`src/hdl/psm_pkg.sv`:
```
/*
  Shared definitions for the pin function multiplexer: register indices,
  field geometry, reset values, write masks and the per-pin function tables.
  Assumes a byte-wide register port whose address counts registers, not bytes.
*/
package psm_pkg;

  // Register port geometry.
  localparam int          PSM_ADDR_W = 3;
  localparam int          PSM_DATA_W = 8;
  localparam int          PSM_SEL_W  = 2;

  // Register indices on the register port.
  localparam logic [2:0]  PSM_OFF_PA_SEL_LO = 3'h0;
  localparam logic [2:0]  PSM_OFF_PA_SEL_HI = 3'h1;
  localparam logic [2:0]  PSM_OFF_PB_SEL_LO = 3'h2;
  localparam logic [2:0]  PSM_OFF_PB_SEL_HI = 3'h3;
  localparam logic [2:0]  PSM_OFF_IN_SEL_LO = 3'h4;
  localparam logic [2:0]  PSM_OFF_IN_SEL_HI = 3'h5;

  // Reset values; every pin starts as general I/O.
  localparam logic [7:0]  PSM_RST_SEL = 8'h00;

  // Implemented bits of the two half-populated registers.
  localparam logic [7:0]  PSM_MASK_PB_SEL_HI = 8'h0f;
  localparam logic [7:0]  PSM_MASK_IN_SEL_HI = 8'h0f;

  // Field positions inside the input source registers.
  localparam int          PSM_FLD_SCK_SRC  = 6;
  localparam int          PSM_FLD_SDI_SRC  = 4;
  localparam int          PSM_FLD_CAP_SRC  = 2;
  localparam int          PSM_FLD_TCLK_SRC = 0;
  localparam int          PSM_FLD_INT_SRC  = 2;

  // Pin counts.
  localparam int          PSM_PA_PINS = 8;
  localparam int          PSM_PB_PINS = 6;

  // Function that a pin carries.
  typedef enum logic [2:0] {
    PSM_FN_GPIO,
    PSM_FN_TMR,
    PSM_FN_TMR_INV,
    PSM_FN_SCS,
    PSM_FN_SDO,
    PSM_FN_SCK,
    PSM_FN_SDI,
    PSM_FN_ANALOG
  } psm_fn_t;

  // Port A function table, one case per pin.
  function automatic psm_fn_t psm_pa_fn(input int pin, input logic [1:0] code);
    psm_fn_t fn;
    fn = PSM_FN_GPIO;
    unique case (pin)
      0: fn = (code == 2'b01) ? PSM_FN_SCS : (code == 2'b10) ? PSM_FN_SDI : PSM_FN_GPIO;
      1: fn = (code == 2'b01) ? PSM_FN_SDI : (code == 2'b10) ? PSM_FN_ANALOG : PSM_FN_GPIO;
      2: fn = (code == 2'b01) ? PSM_FN_SCK : (code == 2'b10) ? PSM_FN_SDO : PSM_FN_GPIO;
      3: fn = (code == 2'b01) ? PSM_FN_TMR : (code == 2'b10) ? PSM_FN_SCS :
              (code == 2'b11) ? PSM_FN_SDO : PSM_FN_GPIO;
      4: fn = (code == 2'b01) ? PSM_FN_SDO : (code == 2'b10) ? PSM_FN_SCK : PSM_FN_GPIO;
      5: fn = (code == 2'b01) ? PSM_FN_TMR : (code == 2'b10) ? PSM_FN_SDI : PSM_FN_GPIO;
      6: fn = (code == 2'b01) ? PSM_FN_TMR_INV : (code == 2'b10) ? PSM_FN_SCS :
              (code == 2'b11) ? PSM_FN_SDO : PSM_FN_GPIO;
      default: fn = (code == 2'b01) ? PSM_FN_SDO : (code == 2'b10) ? PSM_FN_SCK : PSM_FN_GPIO;
    endcase
    return fn;
  endfunction

  // Port B function table; pin 0 has no alternate function defined yet.
  function automatic psm_fn_t psm_pb_fn(input int pin, input logic [1:0] code);
    psm_fn_t fn;
    fn = PSM_FN_GPIO;
    unique case (pin)
      0: fn = PSM_FN_GPIO;
      1, 2, 3: fn = (code == 2'b01) ? PSM_FN_ANALOG : PSM_FN_GPIO;
      4: fn = (code == 2'b01) ? PSM_FN_SDI : PSM_FN_GPIO;
      default: fn = (code == 2'b01) ? PSM_FN_SDO : (code == 2'b10) ? PSM_FN_SCK : PSM_FN_GPIO;
    endcase
    return fn;
  endfunction

endpackage

```
`src/hdl/psm_mux.sv`:
```
/*
  Pin function multiplexer: six selection registers, the output function
  mux of every port A and port B pin, and the routing of pins to the
  serial clock, serial data, timer clock, timer capture and interrupt inputs.
  Assumes pin levels arrive asynchronously, peripheral and general I/O
  signals arrive on clk_in, and software keeps the configuration order.
*/
`timescale 1ns/1ps

// Operation
// - Port A pin 3: 00 GPIO/timer clock, 01 timer out, 10 chip select, 11 data out.
// - Port A pin 2: 01 serial clock, 10 data out, else GPIO.
// - Port A pin 1: 01 data in, 10 analogue channel four, else GPIO/interrupt.
// - Port A pin 0: 01 chip select, 10 data in, else GPIO.
// - Port A pin 7: 01 data out, 10 serial clock, else GPIO/interrupt.
// - Port A pin 6: 01 inverted timer, 10 chip select, 11 data out, 00 GPIO.
// - Port A pin 5: 01 timer out, 10 data in, else GPIO/interrupt.
// - Port A pin 4: 01 data out, 10 serial clock, else GPIO/capture.
// - Port B pins 3..1: 01 analogue channel of same number, else GPIO.
// - Port B pin 5: 01 data out, 10 serial clock, else GPIO/capture.
// - Port B pin 4: 01 data in, else GPIO/timer clock.
// - Upper four bits of port B high select read zero, ignore writes.
// - Serial clock input from A2, A7, B5 or A4 by code.
// - Serial data input from A0, A1, A5 or B4 by code.
// - Interrupt, timer clock, capture reach peripheral only when pin is input.
// - Direction bit 1 makes pin a readable input; 0 a driven output.
// - Capture from A4 or B5; timer clock from A3 or B4.
// - Interrupt from A1 for 00/01, A5 for 10, A7 for 11.
module psm_mux
  import psm_pkg::*;
(
  input  wire logic                          clk_in,
  input  wire logic                          reset_in,
  input  wire logic [psm_pkg::PSM_ADDR_W-1:0] reg_addr_in,
  input  wire logic [psm_pkg::PSM_DATA_W-1:0] reg_wdata_in,
  input  wire logic                          reg_wr_in,
  input  wire logic                          reg_rd_in,
  output logic      [psm_pkg::PSM_DATA_W-1:0] reg_rdata_out,
  input  wire logic [7:0]                    pa_pin_in,
  output logic      [7:0]                    pa_pin_out,
  output logic      [7:0]                    pa_pin_oe_n_out,
  input  wire logic [5:0]                    pb_pin_in,
  output logic      [5:0]                    pb_pin_out,
  output logic      [5:0]                    pb_pin_oe_n_out,
  input  wire logic [7:0]                    pa_data_in,
  input  wire logic [7:0]                    pa_direction_control_in,
  output logic      [7:0]                    pa_level_out,
  input  wire logic [5:0]                    pb_data_in,
  input  wire logic [5:0]                    pb_direction_control_in,
  output logic      [5:0]                    pb_level_out,
  input  wire logic                          timer_output_in,
  input  wire logic                          timer_output_inverted_in,
  input  wire logic                          spi_chip_select_in,
  input  wire logic                          spi_chip_select_drive_in,
  input  wire logic                          serial_data_out_in,
  input  wire logic                          serial_data_drive_in,
  input  wire logic                          serial_clock_out_in,
  input  wire logic                          serial_clock_drive_in,
  output logic                               serial_clock_to_periph_out,
  output logic                               serial_data_to_periph_out,
  output logic                               timer_clock_input_out,
  output logic                               timer_capture_input_out,
  output logic                               ext_interrupt_out,
  output logic      [3:0]                    analog_channel_enable_out
);
  import psm_pkg::*;

  localparam int NPIN = PSM_PA_PINS + PSM_PB_PINS;

  // Selection registers.
  logic [7:0] pa_sel_lo_q;
  logic [7:0] pa_sel_hi_q;
  logic [7:0] pb_sel_lo_q;
  logic [7:0] pb_sel_hi_q;
  logic [7:0] in_sel_lo_q;
  logic [7:0] in_sel_hi_q;
  logic [7:0] rdata_q;

  // Pin synchronisers; stage one feeds only stage two.
  logic [NPIN-1:0] pin_s1_q;
  logic [NPIN-1:0] pin_s2_q;

  // Registered pin drive and peripheral-facing outputs.
  logic [NPIN-1:0] pin_val_q;
  logic [NPIN-1:0] pin_oe_n_q;
  logic            sck_q;
  logic            sdi_q;
  logic            tclk_q;
  logic            cap_q;
  logic            int_q;
  logic [3:0]      an_en_q;

  // Flattened views: port A in bits 7:0, port B in bits 13:8.
  wire  [NPIN-1:0]      pin_raw   = {pb_pin_in, pa_pin_in};
  wire  [NPIN-1:0]      gpio_dat  = {pb_data_in, pa_data_in};
  wire  [NPIN-1:0]      gpio_dir  = {pb_direction_control_in, pa_direction_control_in};
  wire  [2*NPIN-1:0]    sel_codes = {pb_sel_hi_q[3:0], pb_sel_lo_q, pa_sel_hi_q, pa_sel_lo_q};
  psm_fn_t              pin_fn [NPIN];
  logic [NPIN-1:0]      pin_val_d;
  logic [NPIN-1:0]      pin_oe_n_d;
  logic [NPIN-1:0]      pin_is_input;

  // Per-pin function decode and drive selection. Pins set to a data-in or
  // analogue function are never driven so the far end owns the wire.
  for (genvar k = 0; k < NPIN; k++) begin : g_pin
    if (k < PSM_PA_PINS) begin : g_pa
      assign pin_fn[k] = psm_pa_fn(k, sel_codes[2*k +: 2]);
    end else begin : g_pb
      assign pin_fn[k] = psm_pb_fn(k - PSM_PA_PINS, sel_codes[2*k +: 2]);
    end
    assign pin_val_d[k] = (pin_fn[k] == PSM_FN_GPIO)    ? gpio_dat[k] :
                          (pin_fn[k] == PSM_FN_TMR)     ? timer_output_in :
                          (pin_fn[k] == PSM_FN_TMR_INV) ? timer_output_inverted_in :
                          (pin_fn[k] == PSM_FN_SCS)     ? spi_chip_select_in :
                          (pin_fn[k] == PSM_FN_SDO)     ? serial_data_out_in :
                          (pin_fn[k] == PSM_FN_SCK)     ? serial_clock_out_in : 1'b0;
    assign pin_oe_n_d[k] = (pin_fn[k] == PSM_FN_GPIO)    ? gpio_dir[k] :
                           (pin_fn[k] == PSM_FN_TMR)     ? 1'b0 :
                           (pin_fn[k] == PSM_FN_TMR_INV) ? 1'b0 :
                           (pin_fn[k] == PSM_FN_SCS)     ? !spi_chip_select_drive_in :
                           (pin_fn[k] == PSM_FN_SDO)     ? !serial_data_drive_in :
                           (pin_fn[k] == PSM_FN_SCK)     ? !serial_clock_drive_in : 1'b1;
    // Timer clock, capture and interrupt inputs only pass while the pin is GPIO and an input.
    assign pin_is_input[k] = (pin_fn[k] == PSM_FN_GPIO) && gpio_dir[k];
  end

  // Input source selection from synchronised pin levels.
  wire [1:0] sck_src  = in_sel_lo_q[PSM_FLD_SCK_SRC  +: PSM_SEL_W];
  wire [1:0] sdi_src  = in_sel_lo_q[PSM_FLD_SDI_SRC  +: PSM_SEL_W];
  wire [1:0] cap_src  = in_sel_lo_q[PSM_FLD_CAP_SRC  +: PSM_SEL_W];
  wire [1:0] tclk_src = in_sel_lo_q[PSM_FLD_TCLK_SRC +: PSM_SEL_W];
  wire [1:0] int_src  = in_sel_hi_q[PSM_FLD_INT_SRC  +: PSM_SEL_W];

  wire sck_d = (sck_src == 2'b00) ? pin_s2_q[2] :
               (sck_src == 2'b01) ? pin_s2_q[7] :
               (sck_src == 2'b10) ? pin_s2_q[13] : pin_s2_q[4];
  wire sdi_d = (sdi_src == 2'b00) ? pin_s2_q[0] :
               (sdi_src == 2'b01) ? pin_s2_q[1] :
               (sdi_src == 2'b10) ? pin_s2_q[5] : pin_s2_q[12];
  wire [3:0] cap_pin  = cap_src[1]  ? 4'hd : 4'h4;
  wire [3:0] tclk_pin = tclk_src[1] ? 4'hc : 4'h3;
  wire [3:0] int_pin  = (!int_src[1]) ? 4'h1 : (!int_src[0]) ? 4'h5 : 4'h7;
  wire cap_d  = pin_s2_q[cap_pin]  && pin_is_input[cap_pin];
  wire tclk_d = pin_s2_q[tclk_pin] && pin_is_input[tclk_pin];
  wire int_d  = pin_s2_q[int_pin]  && pin_is_input[int_pin];

  // Analogue channel enables: channel four on port A pin 1, one to three on port B.
  wire [3:0] an_en_d = {pin_fn[1] == PSM_FN_ANALOG, pin_fn[11] == PSM_FN_ANALOG,
                        pin_fn[10] == PSM_FN_ANALOG, pin_fn[9] == PSM_FN_ANALOG};

  // Register write decode.
  wire wr_pa_lo = reg_wr_in && (reg_addr_in == PSM_OFF_PA_SEL_LO);
  wire wr_pa_hi = reg_wr_in && (reg_addr_in == PSM_OFF_PA_SEL_HI);
  wire wr_pb_lo = reg_wr_in && (reg_addr_in == PSM_OFF_PB_SEL_LO);
  wire wr_pb_hi = reg_wr_in && (reg_addr_in == PSM_OFF_PB_SEL_HI);
  wire wr_in_lo = reg_wr_in && (reg_addr_in == PSM_OFF_IN_SEL_LO);
  wire wr_in_hi = reg_wr_in && (reg_addr_in == PSM_OFF_IN_SEL_HI);

  // Read mux; unmapped indices read zero and data stands for one cycle only.
  wire [7:0] rd_mux = (reg_addr_in == PSM_OFF_PA_SEL_LO) ? pa_sel_lo_q :
                      (reg_addr_in == PSM_OFF_PA_SEL_HI) ? pa_sel_hi_q :
                      (reg_addr_in == PSM_OFF_PB_SEL_LO) ? pb_sel_lo_q :
                      (reg_addr_in == PSM_OFF_PB_SEL_HI) ? pb_sel_hi_q :
                      (reg_addr_in == PSM_OFF_IN_SEL_LO) ? in_sel_lo_q :
                      (reg_addr_in == PSM_OFF_IN_SEL_HI) ? in_sel_hi_q : 8'h00;
  wire [7:0] rdata_d = reg_rd_in ? rd_mux : 8'h00;

  // Selection registers. Masking at write time keeps unimplemented bits at zero.
  always_ff @(posedge clk_in) begin
    if (reset_in) begin
      pa_sel_lo_q <= PSM_RST_SEL;
      pa_sel_hi_q <= PSM_RST_SEL;
      pb_sel_lo_q <= PSM_RST_SEL;
      pb_sel_hi_q <= PSM_RST_SEL;
      in_sel_lo_q <= PSM_RST_SEL;
      in_sel_hi_q <= PSM_RST_SEL;
    end else begin
      if (wr_pa_lo) pa_sel_lo_q <= reg_wdata_in;
      if (wr_pa_hi) pa_sel_hi_q <= reg_wdata_in;
      if (wr_pb_lo) pb_sel_lo_q <= reg_wdata_in;
      if (wr_pb_hi) pb_sel_hi_q <= reg_wdata_in & PSM_MASK_PB_SEL_HI;
      if (wr_in_lo) in_sel_lo_q <= reg_wdata_in;
      if (wr_in_hi) in_sel_hi_q <= reg_wdata_in & PSM_MASK_IN_SEL_HI;
    end
  end

  // Read data register.
  always_ff @(posedge clk_in) begin
    if (reset_in) rdata_q <= 8'h00;
    else          rdata_q <= rdata_d;
  end

  // Two-stage synchroniser on every pin level.
  always_ff @(posedge clk_in) begin
    if (reset_in) begin
      pin_s1_q <= '0;
      pin_s2_q <= '0;
    end else begin
      pin_s1_q <= pin_raw;
      pin_s2_q <= pin_s1_q;
    end
  end

  // Pin drive registers. Reset leaves every pin undriven, as an input.
  always_ff @(posedge clk_in) begin
    if (reset_in) begin
      pin_val_q  <= '0;
      pin_oe_n_q <= '1;
    end else begin
      pin_val_q  <= pin_val_d;
      pin_oe_n_q <= pin_oe_n_d;
    end
  end

  // Peripheral-facing inputs and analogue enables.
  always_ff @(posedge clk_in) begin
    if (reset_in) begin
      sck_q   <= 1'b0;
      sdi_q   <= 1'b0;
      tclk_q  <= 1'b0;
      cap_q   <= 1'b0;
      int_q   <= 1'b0;
      an_en_q <= 4'h0;
    end else begin
      sck_q   <= sck_d;
      sdi_q   <= sdi_d;
      tclk_q  <= tclk_d;
      cap_q   <= cap_d;
      int_q   <= int_d;
      an_en_q <= an_en_d;
    end
  end

  assign reg_rdata_out              = rdata_q;
  assign pa_pin_out                 = pin_val_q[7:0];
  assign pa_pin_oe_n_out            = pin_oe_n_q[7:0];
  assign pb_pin_out                 = pin_val_q[13:8];
  assign pb_pin_oe_n_out            = pin_oe_n_q[13:8];
  assign pa_level_out               = pin_s2_q[7:0];
  assign pb_level_out               = pin_s2_q[13:8];
  assign serial_clock_to_periph_out = sck_q;
  assign serial_data_to_periph_out  = sdi_q;
  assign timer_clock_input_out      = tclk_q;
  assign timer_capture_input_out    = cap_q;
  assign ext_interrupt_out          = int_q;
  assign analog_channel_enable_out  = an_en_q;
endmodule

```
`config.mk`:
```
export PLATFORM = sky130hd
export DESIGN_NAME = psm_mux
export DESIGN_NICKNAME = d
export VERILOG_FILES = /design/src/hdl/psm_pkg.sv /design/src/hdl/psm_mux.sv
export SDC_FILE = /design/constraint.sdc
export NUM_CORES = 1
export LEC_CHECK = 0
export BUFFER_PORTS_ARGS = -buffer_cell sky130_fd_sc_hd__buf_2
export CAP_MARGIN = 15
export CORE_ASPECT_RATIO = 0.5
export CORE_MARGIN = 2
export CORE_UTILIZATION = 45
export CTS_BUF_LIST = sky130_fd_sc_hd__clkbuf_8
export DETAILED_ROUTE_END_ITERATION = 7
export PLACE_DENSITY = 0.68
export REMOVE_ABC_BUFFERS = 1
export SLEW_MARGIN = 40
export SYNTH_ARGS = -nofsm -noshare
export SYNTH_HDL_FRONTEND = slang
export SYNTH_SLANG_ARGS = --single-unit
```
`constraint.sdc`:
```
create_clock -name clk_in -period 3.7 [get_ports clk_in]
set_input_delay 0.74 -clock clk_in [delete_from_list [all_inputs] [get_ports clk_in]]
set_output_delay 0.74 -clock clk_in [all_outputs]
set_load 0.01 [all_outputs]
```
==> Yosys cells after proc, flatten, opt, wreduce, memory -nomap -nowiden <==
Cells that the tools add are included.
{ "classes": {"magnitude_cmp": 3, "eq_ne": 102, "mux": 208, "bitwise_logic": 1, "n_reduce_logical": 42} }
{ "op_table": {"columns": ["op", "n"], "rows": [
  ["1-bit two-way mux", 168],
  ["3-bit equality test, second input constant", 32],
  ["3-bit by 2-bit equality test with 1-bit output, second input constant", 28],
  ["3-bit two-way mux", 25],
  ["3-bit by 1-bit equality test with 1-bit output, second input constant", 14],
  ["3-bit logical NOT", 14],
  ["8-bit two-way mux", 5],
  ["2-bit by 1-bit equality test with 1-bit output, second input constant", 15],
  ["2-bit equality test, second input constant", 13],
  ["1-bit binary-select mux with 4-bit select", 6],
  ["1-bit logical AND", 22],
  ["4-bit two-way mux", 3],
  ["4-bit by 5-bit < comparator with 1-bit output, second input constant", 2],
  ["3-bit by 5-bit < comparator with 1-bit output, second input constant", 1],
  ["2-bit logical NOT", 2],
  ["1-bit logical NOT", 3],
  ["2-bit two-way mux", 1],
  ["2-bit OR reduction", 1],
  ["1-bit inverter", 1]
]} }
{ "totals": {"ff_bits": 113, "output_inout_bits": 59} }

==> Logic depth before layout (Yosys ltp) <==
{ "depth": {"word_depth": 11, "mapped_depth": 6} }

==> Worst setup path before layout <==
OpenSTA, ideal clock, no wires.
{ "synth_timing": {"path_type": "input to register", "startpoint": "in reg_addr_in[0] (netlist name)", "endpoint": "reg rdata_q[3], in the netlist reg_rdata_out[3]", "setup_ps": 125, "t_arrival_ps": 1613, "required_ps": 3575, "path_slack_ps": 1962, "stages": 5, "n_path_buf": 2, "cell_sequence": "buf_6 > buf_6 > mux2_4 > a222oi_1 > nor2_1"} }
{ "synth_between": {"elab_chain_cells": 7, "elab_cells_between_ends": 12, "cone_classes": "eq/ne (5); mux (6); reduce/logical (1)"} }
{ "synth_lines": {"columns": ["item", "line_no", "source"], "rows": [
  ["from (decl)", "psm_mux.sv:34", "input wire logic [psm_pkg::PSM_ADDR_W-1:0] reg_addr_in,"],
  ["3-bit equality test", "psm_mux.sv:165", "(reg_addr_in == PSM_OFF_IN_SEL_HI) ? in_sel_hi_q : 8'h00;"],
  ["4-bit two-way mux", "psm_mux.sv:165", null],
  ["8-bit two-way mux", "psm_mux.sv:164", "(reg_addr_in == PSM_OFF_IN_SEL_LO) ? in_sel_lo_q :"],
  ["8-bit two-way mux", "psm_mux.sv:163", "(reg_addr_in == PSM_OFF_PB_SEL_HI) ? pb_sel_hi_q :"],
  ["8-bit two-way mux", "psm_mux.sv:162", "(reg_addr_in == PSM_OFF_PB_SEL_LO) ? pb_sel_lo_q :"],
  ["8-bit two-way mux", "psm_mux.sv:161", "(reg_addr_in == PSM_OFF_PA_SEL_HI) ? pa_sel_hi_q :"],
  ["8-bit two-way mux *", "psm_mux.sv:160", "wire [7:0] rd_mux = (reg_addr_in == PSM_OFF_PA_SEL_LO) ? pa_sel_lo_q :"],
  ["to (signal assigned)", "psm_mux.sv:190", "else rdata_q <= rdata_d;"],
  ["to (decl)", "psm_mux.sv:77", "logic [7:0] rdata_q;"]
]} }
Mark *: on every way between the ends. The rest lies on a longest branch, timed or not.
A chain may end at the register's enable or synchronous reset.

==> Final worst setup path <==
{ "layout_timing": {"startpoint": "reg pa_sel_hi_q[4]", "endpoint": "reg pin_val_q[6]"} }
{ "layout_between": {"elab_chain_cells": 11, "elab_cells_between_ends": 18, "cone_classes": "eq/ne (8); mux (9); reduce/logical (1)"} }
{ "layout_lines": {"columns": ["item", "line_no", "source"], "rows": [
  ["from (decl)", "psm_mux.sv:72", "logic [7:0] pa_sel_hi_q;"],
  ["from (signal assigned)", "psm_mux.sv:179", "if (wr_pa_hi) pa_sel_hi_q <= reg_wdata_in;"],
  ["2-bit equality test", "psm_pkg.sv:64", "(code == 2'b11) ? PSM_FN_SDO : PSM_FN_GPIO;"],
  ["3-bit two-way mux", "psm_pkg.sv:64", null],
  ["3-bit two-way mux", "psm_pkg.sv:63", "6: fn = (code == 2'b01) ? PSM_FN_TMR_INV : (code == 2'b10) ? PSM_FN_SCS :"],
  ["3-bit two-way mux *", "psm_pkg.sv:63", null],
  ["3-bit equality test", "psm_mux.sv:116", "(pin_fn[k] == PSM_FN_SCK) ? serial_clock_out_in : 1'b0;"],
  ["1-bit two-way mux", "psm_mux.sv:116", null],
  ["1-bit two-way mux", "psm_mux.sv:115", "(pin_fn[k] == PSM_FN_SDO) ? serial_data_out_in :"],
  ["1-bit two-way mux", "psm_mux.sv:114", "(pin_fn[k] == PSM_FN_SCS) ? spi_chip_select_in :"],
  ["1-bit two-way mux", "psm_mux.sv:113", "(pin_fn[k] == PSM_FN_TMR_INV) ? timer_output_inverted_in :"],
  ["1-bit two-way mux", "psm_mux.sv:112", "(pin_fn[k] == PSM_FN_TMR) ? timer_output_in :"],
  ["1-bit two-way mux *", "psm_mux.sv:111", "assign pin_val_d[k] = (pin_fn[k] == PSM_FN_GPIO) ? gpio_dat[k] :"],
  ["to (signal assigned)", "psm_mux.sv:210", "pin_val_q <= pin_val_d;"],
  ["to (decl)", "psm_mux.sv:84", "logic [NPIN-1:0] pin_val_q;"]
]} }
Marks and branches as above.

==> impl_table.tex <==
\begin{tabular}{lr}
\hline
Metric & Value \\
\hline
\multicolumn{2}{l}{\textbf{Run status}} \\
\quad Run status & finished clean \\
\multicolumn{2}{l}{\textbf{Floorplanning}} \\
\quad Vertical die dimension & 75.15 um \\
\quad Std-Cell Core Area & 0.009634 mm2 \\
\quad Initial cell density of the core & 47.29\% \\
\quad Die ar. & 0.01099 mm2 \\
\quad Number of rows created at floorplan & 25 \\
\quad Width of the die & 146.3 um \\
\quad Num ports & 124 \\
\multicolumn{2}{l}{\textbf{Critical path}} \\
\quad Worst path required time & 3.97 ns \\
\quad Flop-to-flop setup slack & 1.99 ns \\
\quad Crit path arrival time & 1.98 ns \\
\quad Worst Path Max Fanout & 5 \\
\quad Nature of the critical path endpoint & flip-flop \\
\quad Worst setup path class & flip-flop to flip-flop \\
\quad Kind of start point of the critical path & flip-flop \\
\multicolumn{2}{l}{\textbf{Clocking}} \\
\quad Total of hold buffers inserted after clock tree synthesis & 0 \\
\quad Number of cells upsized or downsized after cts & 0 \\
\quad Clk Latency, worst-skew pair & 0.42 ns \\
\quad Clock tree from TritonCTS & yes \\
\quad Maximum buffer depth of the clock tree & 2 \\
\quad Clock Pin Slew Worst Setup and Hold Paths & 0.07 ns \\
\quad CTS buffer count & 17 \\
\quad CTS H-Tree Depth & 4 \\
\quad Post-CTS setup buffers & 0 \\
\quad Clk sinks & 113 \\
\quad Root buffer selected by CTS & sky130\_fd\_sc\_hd\_\_clkbuf\_8 \\
\multicolumn{2}{l}{\textbf{Power and ir drop}} \\
\quad Combinational cell fraction of total power & 7.9\% \\
\quad Switching component of the power & 0.0006184 W \\
\quad Part of the total power dissipated in sequential elements & 46.9\% \\
\quad Switching power share of the total & 22.61\% \\
\quad Proportion of power drawn by the clock network & 45.3\% \\
\quad Power density over cell area & 482.3 mW/mm2 \\
\quad Maximum resistive drop on vdd & 0.2094 mV \\
\quad Pint & 0.002117 W \\
\quad Static Leakage & 2.457 nW \\
\multicolumn{2}{l}{\textbf{Synth}} \\
\quad Yosys reg bits & 113 \\
\quad Post-Syn Area & 0.004556 mm2 \\
\quad Unique masters post-synth & 41 \\
\quad Cells after Synth & 502 \\
\quad Yosys warnings & 0 \\
\quad Post-synth ARST share & 0\% \\
\quad Top FF cell, synth & sky130\_fd\_sc\_hd\_\_dfxtp\_1 \\
\quad Share of synthesized area occupied by flip-flops and latches & 49.66\% \\
\quad Mean instance size in the synthesized netlist & 9.075 um2 \\
\quad Number of enable flip-flop cells after synthesis & 0 \\
\multicolumn{2}{l}{\textbf{Route}} \\
\quad Total vias in the final route & 3780 \\
\quad DRT Wirelength & 11100 um \\
\quad Drc violations & 0 \\
\quad Via-to-Cell Ratio & 4.903 \\
\quad Pre-Repair DR Iteration Count & 4 \\
\quad Number of antenna-violating nets in the routed design & 0 \\
\quad DRC marker count from the first detailed-route iteration & 337 \\
\quad Routed length per placed instance & 14.39 um \\
\multicolumn{2}{l}{\textbf{STA}} \\
\quad F\_max & 0.5861 GHz \\
\quad Share of the clock period used by the worst path after layout & 46.11\% \\
\quad Shortest period the worst path allows & 1.706 ns \\
\quad Unrepaired setup endpoints after global routing & no \\
\quad Transition time at the pin with the least slew margin & 0.7550 ns \\
\quad Count of final hold-check violations & 0 \\
\quad Slew HR & 49.67\% \\
\quad Worst hold-check slack & 0.4350 ns \\
\quad Worst clock skew & 0.008226 ns \\
\quad Final Max Tran Viols & 0 \\
\quad Endpoints failing setup & 0 \\
\quad Setup TNS & 0 ns \\
\multicolumn{2}{l}{\textbf{Placed design}} \\
\quad Total placed instance area & 0.005245 mm2 \\
\quad Number of port buffers & 123 \\
\quad Placer's final routability congestion estimate & 0.8804 \\
\quad HPWL after DPL & 7937 um \\
\multicolumn{2}{l}{\textbf{Global route}} \\
\quad Total congestion overflow after global routing & 0 \\
\quad Pin count of the biggest net entering global routing & 107 \\
\quad Number of global-route vias before repair & 3297 \\
\quad Tot GR Track Use & 20.71\% \\
\quad Wire length of the first global-routing pass & 17150 um \\
\quad Number of antenna violations at the first check in global routing & 0 \\
\multicolumn{2}{l}{\textbf{Cells and area}} \\
\quad Most common library cell in the layout ignoring fill and taps & sky130\_fd\_sc\_hd\_\_buf\_2 \\
\quad Summed area of non-filler cells in the final layout & 0.005672 mm2 \\
\quad Antenna cell count & 0 \\
\quad Highest-count cells in the layout ignoring fill and taps & sky130\_fd\_sc\_hd\_\_buf\_2 (122), sky130\_fd\_sc\_hd\_\_dfxtp\_1 (113), sky130\_fd\_sc\_hd\_\_nand2\_1 (97), sky130\_fd\_sc\_hd\_\_a21oi\_1 (61), sky130\_fd\_sc\_hd\_\_nor2b\_1 (45) \\
\quad Finished Core Util & 58.87\% \\
\quad Final net count & 713 \\
\quad Share of final-layout standard cells stronger than drive strength 1 & 25.63\% \\
\quad Layout-stage area growth over the synthesis result & 24.50\% \\
\multicolumn{2}{l}{\textbf{Job}} \\
\quad Count of max-cap constraint violations & 0 \\
\multicolumn{2}{l}{\textbf{Hold path}} \\
\quad Hold WC Path Type & flip-flop to flip-flop \\
\hline
\end{tabular}
==> state kept, by name, summed over array words and instances, names as in the netlist <==
signal                      count
serial_data_to_periph_out       1
pin_oe_n_q                     14
pin_val_q                      14
timer_capture_input_out         1
serial_clock_to_periph_out      1
in_sel_hi_q                     4
pb_sel_hi_q                     4
pin_s1_q                       14
timer_clock_input_out           1
pin_s2_q                       14
in_sel_lo_q                     8
pa_sel_lo_q                     8
pa_sel_hi_q                     8
analog_channel_enable_out       4
reg_rdata_out                   8
ext_interrupt_out               1
pb_sel_lo_q                     8
==> stage by stage <==
step	setup slack, ns	power, W	std cells
2_1_floorplan	2.169	0.001403	482
3_3_place_gp	1.513	0.001520	740
3_5_place_dp	1.604	0.001524	740
4_1_cts	1.986	0.002758	771
5_1_grt	1.798	0.002843	771
6_report	1.994	0.002736	771
==> final cells by class <==
| type | count | area [um2] |
|---|---|---|
| Clock buffer | 23 | 316.6 |
| Inverter | 18 | 67.56 |
| Multi-Input combinational cell | 351 | 2125 |
| Tap cell | 135 | 168.9 |
| Timing Repair Buffer | 123 | 621.8 |
| Sequential cell | 113 | 2262 |
| Clock inverter | 8 | 110.1 |
| Fill cell | 916 | 3963 |
==> cell families (layout without fill, tap and decap cells) <==
family,after synthesis,after routing,share of synthesized area [%]
AND/OR/NAND/NOR,211,211,23.29
flip-flops,113,113,49.66
AO/OA/AOI/OAI,100,100,12.41
buffers and inverters,38,172,3.708
adder cells (fa/ha/maj),24,24,6.592
multiplexers,16,16,4.339
==> worst paths after layout <==
path | cells after the start | to | start
setup / recovery | 6 | pin_val_q[6]$_SDFF_PP0_ | pa_sel_hi_q[4]$_SDFFE_PP0P_
hold reg to reg | 1 | pin_s2_q[1]$_SDFF_PP0_ | pin_s1_q[1]$_SDFF_PP0_
setup reg to reg | 6 | pin_val_q[6]$_SDFF_PP0_ | pa_sel_hi_q[4]$_SDFFE_PP0P_
hold / removal | 1 | pin_s2_q[1]$_SDFF_PP0_ | pin_s1_q[1]$_SDFF_PP0_
==> worst max-delay path, cell delays in order (launching register included) <==
cell	delay, ns
sky130_fd_sc_hd__dfxtp_1	0.41
sky130_fd_sc_hd__inv_1	0.11
sky130_fd_sc_hd__ha_1	0.30
sky130_fd_sc_hd__nor3b_1	0.33
sky130_fd_sc_hd__a21oi_1	0.07
sky130_fd_sc_hd__a221oi_1	0.26
sky130_fd_sc_hd__nor3_1	0.08
==> synth_stat cells (3+ instances only) <==
library cell | number | area [um2]
sky130_fd_sc_hd__clkbuf_1 | 9 | 33.78
sky130_fd_sc_hd__nor3b_1 | 7 | 52.55
sky130_fd_sc_hd__mux2i_1 | 10 | 100.1
sky130_fd_sc_hd__or3_1 | 4 | 25.02
sky130_fd_sc_hd__dfxtp_1 | 113 | 2262
sky130_fd_sc_hd__nor2_1 | 26 | 97.59
sky130_fd_sc_hd__inv_1 | 18 | 67.56
sky130_fd_sc_hd__nand2_1 | 97 | 364.1
sky130_fd_sc_hd__nand4b_1 | 3 | 26.28
sky130_fd_sc_hd__o21bai_1 | 4 | 30.03
sky130_fd_sc_hd__a21o_1 | 4 | 30.03
sky130_fd_sc_hd__ha_1 | 24 | 300.3
sky130_fd_sc_hd__a222oi_1 | 3 | 30.03
sky130_fd_sc_hd__a21oi_1 | 61 | 305.3
sky130_fd_sc_hd__nand3_1 | 8 | 40.04
sky130_fd_sc_hd__o21ai_0 | 20 | 100.1
sky130_fd_sc_hd__nor2b_1 | 45 | 281.5
sky130_fd_sc_hd__buf_2 | 9 | 45.04
sky130_fd_sc_hd__nand3b_1 | 6 | 45.04
==> metal layers <==
metal | share of wire, % | wire length, um | track usage, % | vias to the layer above
met2 | 41 | 4572 | 29.30 | 124
met3 | 6.8 | 752 | 6.545 | 11
met5 | 0 | 0 | 0 | -
met1 | 51 | 5666 | 29.44 | 1716
li1 | - | - | - | 1929
met4 | 0.96 | 106 | 8.414 | 0
==> power by group through the flow <==
stage	combinational [W]	clock, W	sequential, W
floorplan	0.0000840	0	0.00132
CTS	0.000216	0.00126	0.00128
detailed placement	0.000215	0	0.00131
global route	0.000239	0.00132	0.00129
global placement	0.000212	0	0.00131
finish	0.000215	0.00124	0.00128
Power figures use the tool's default switching activity.
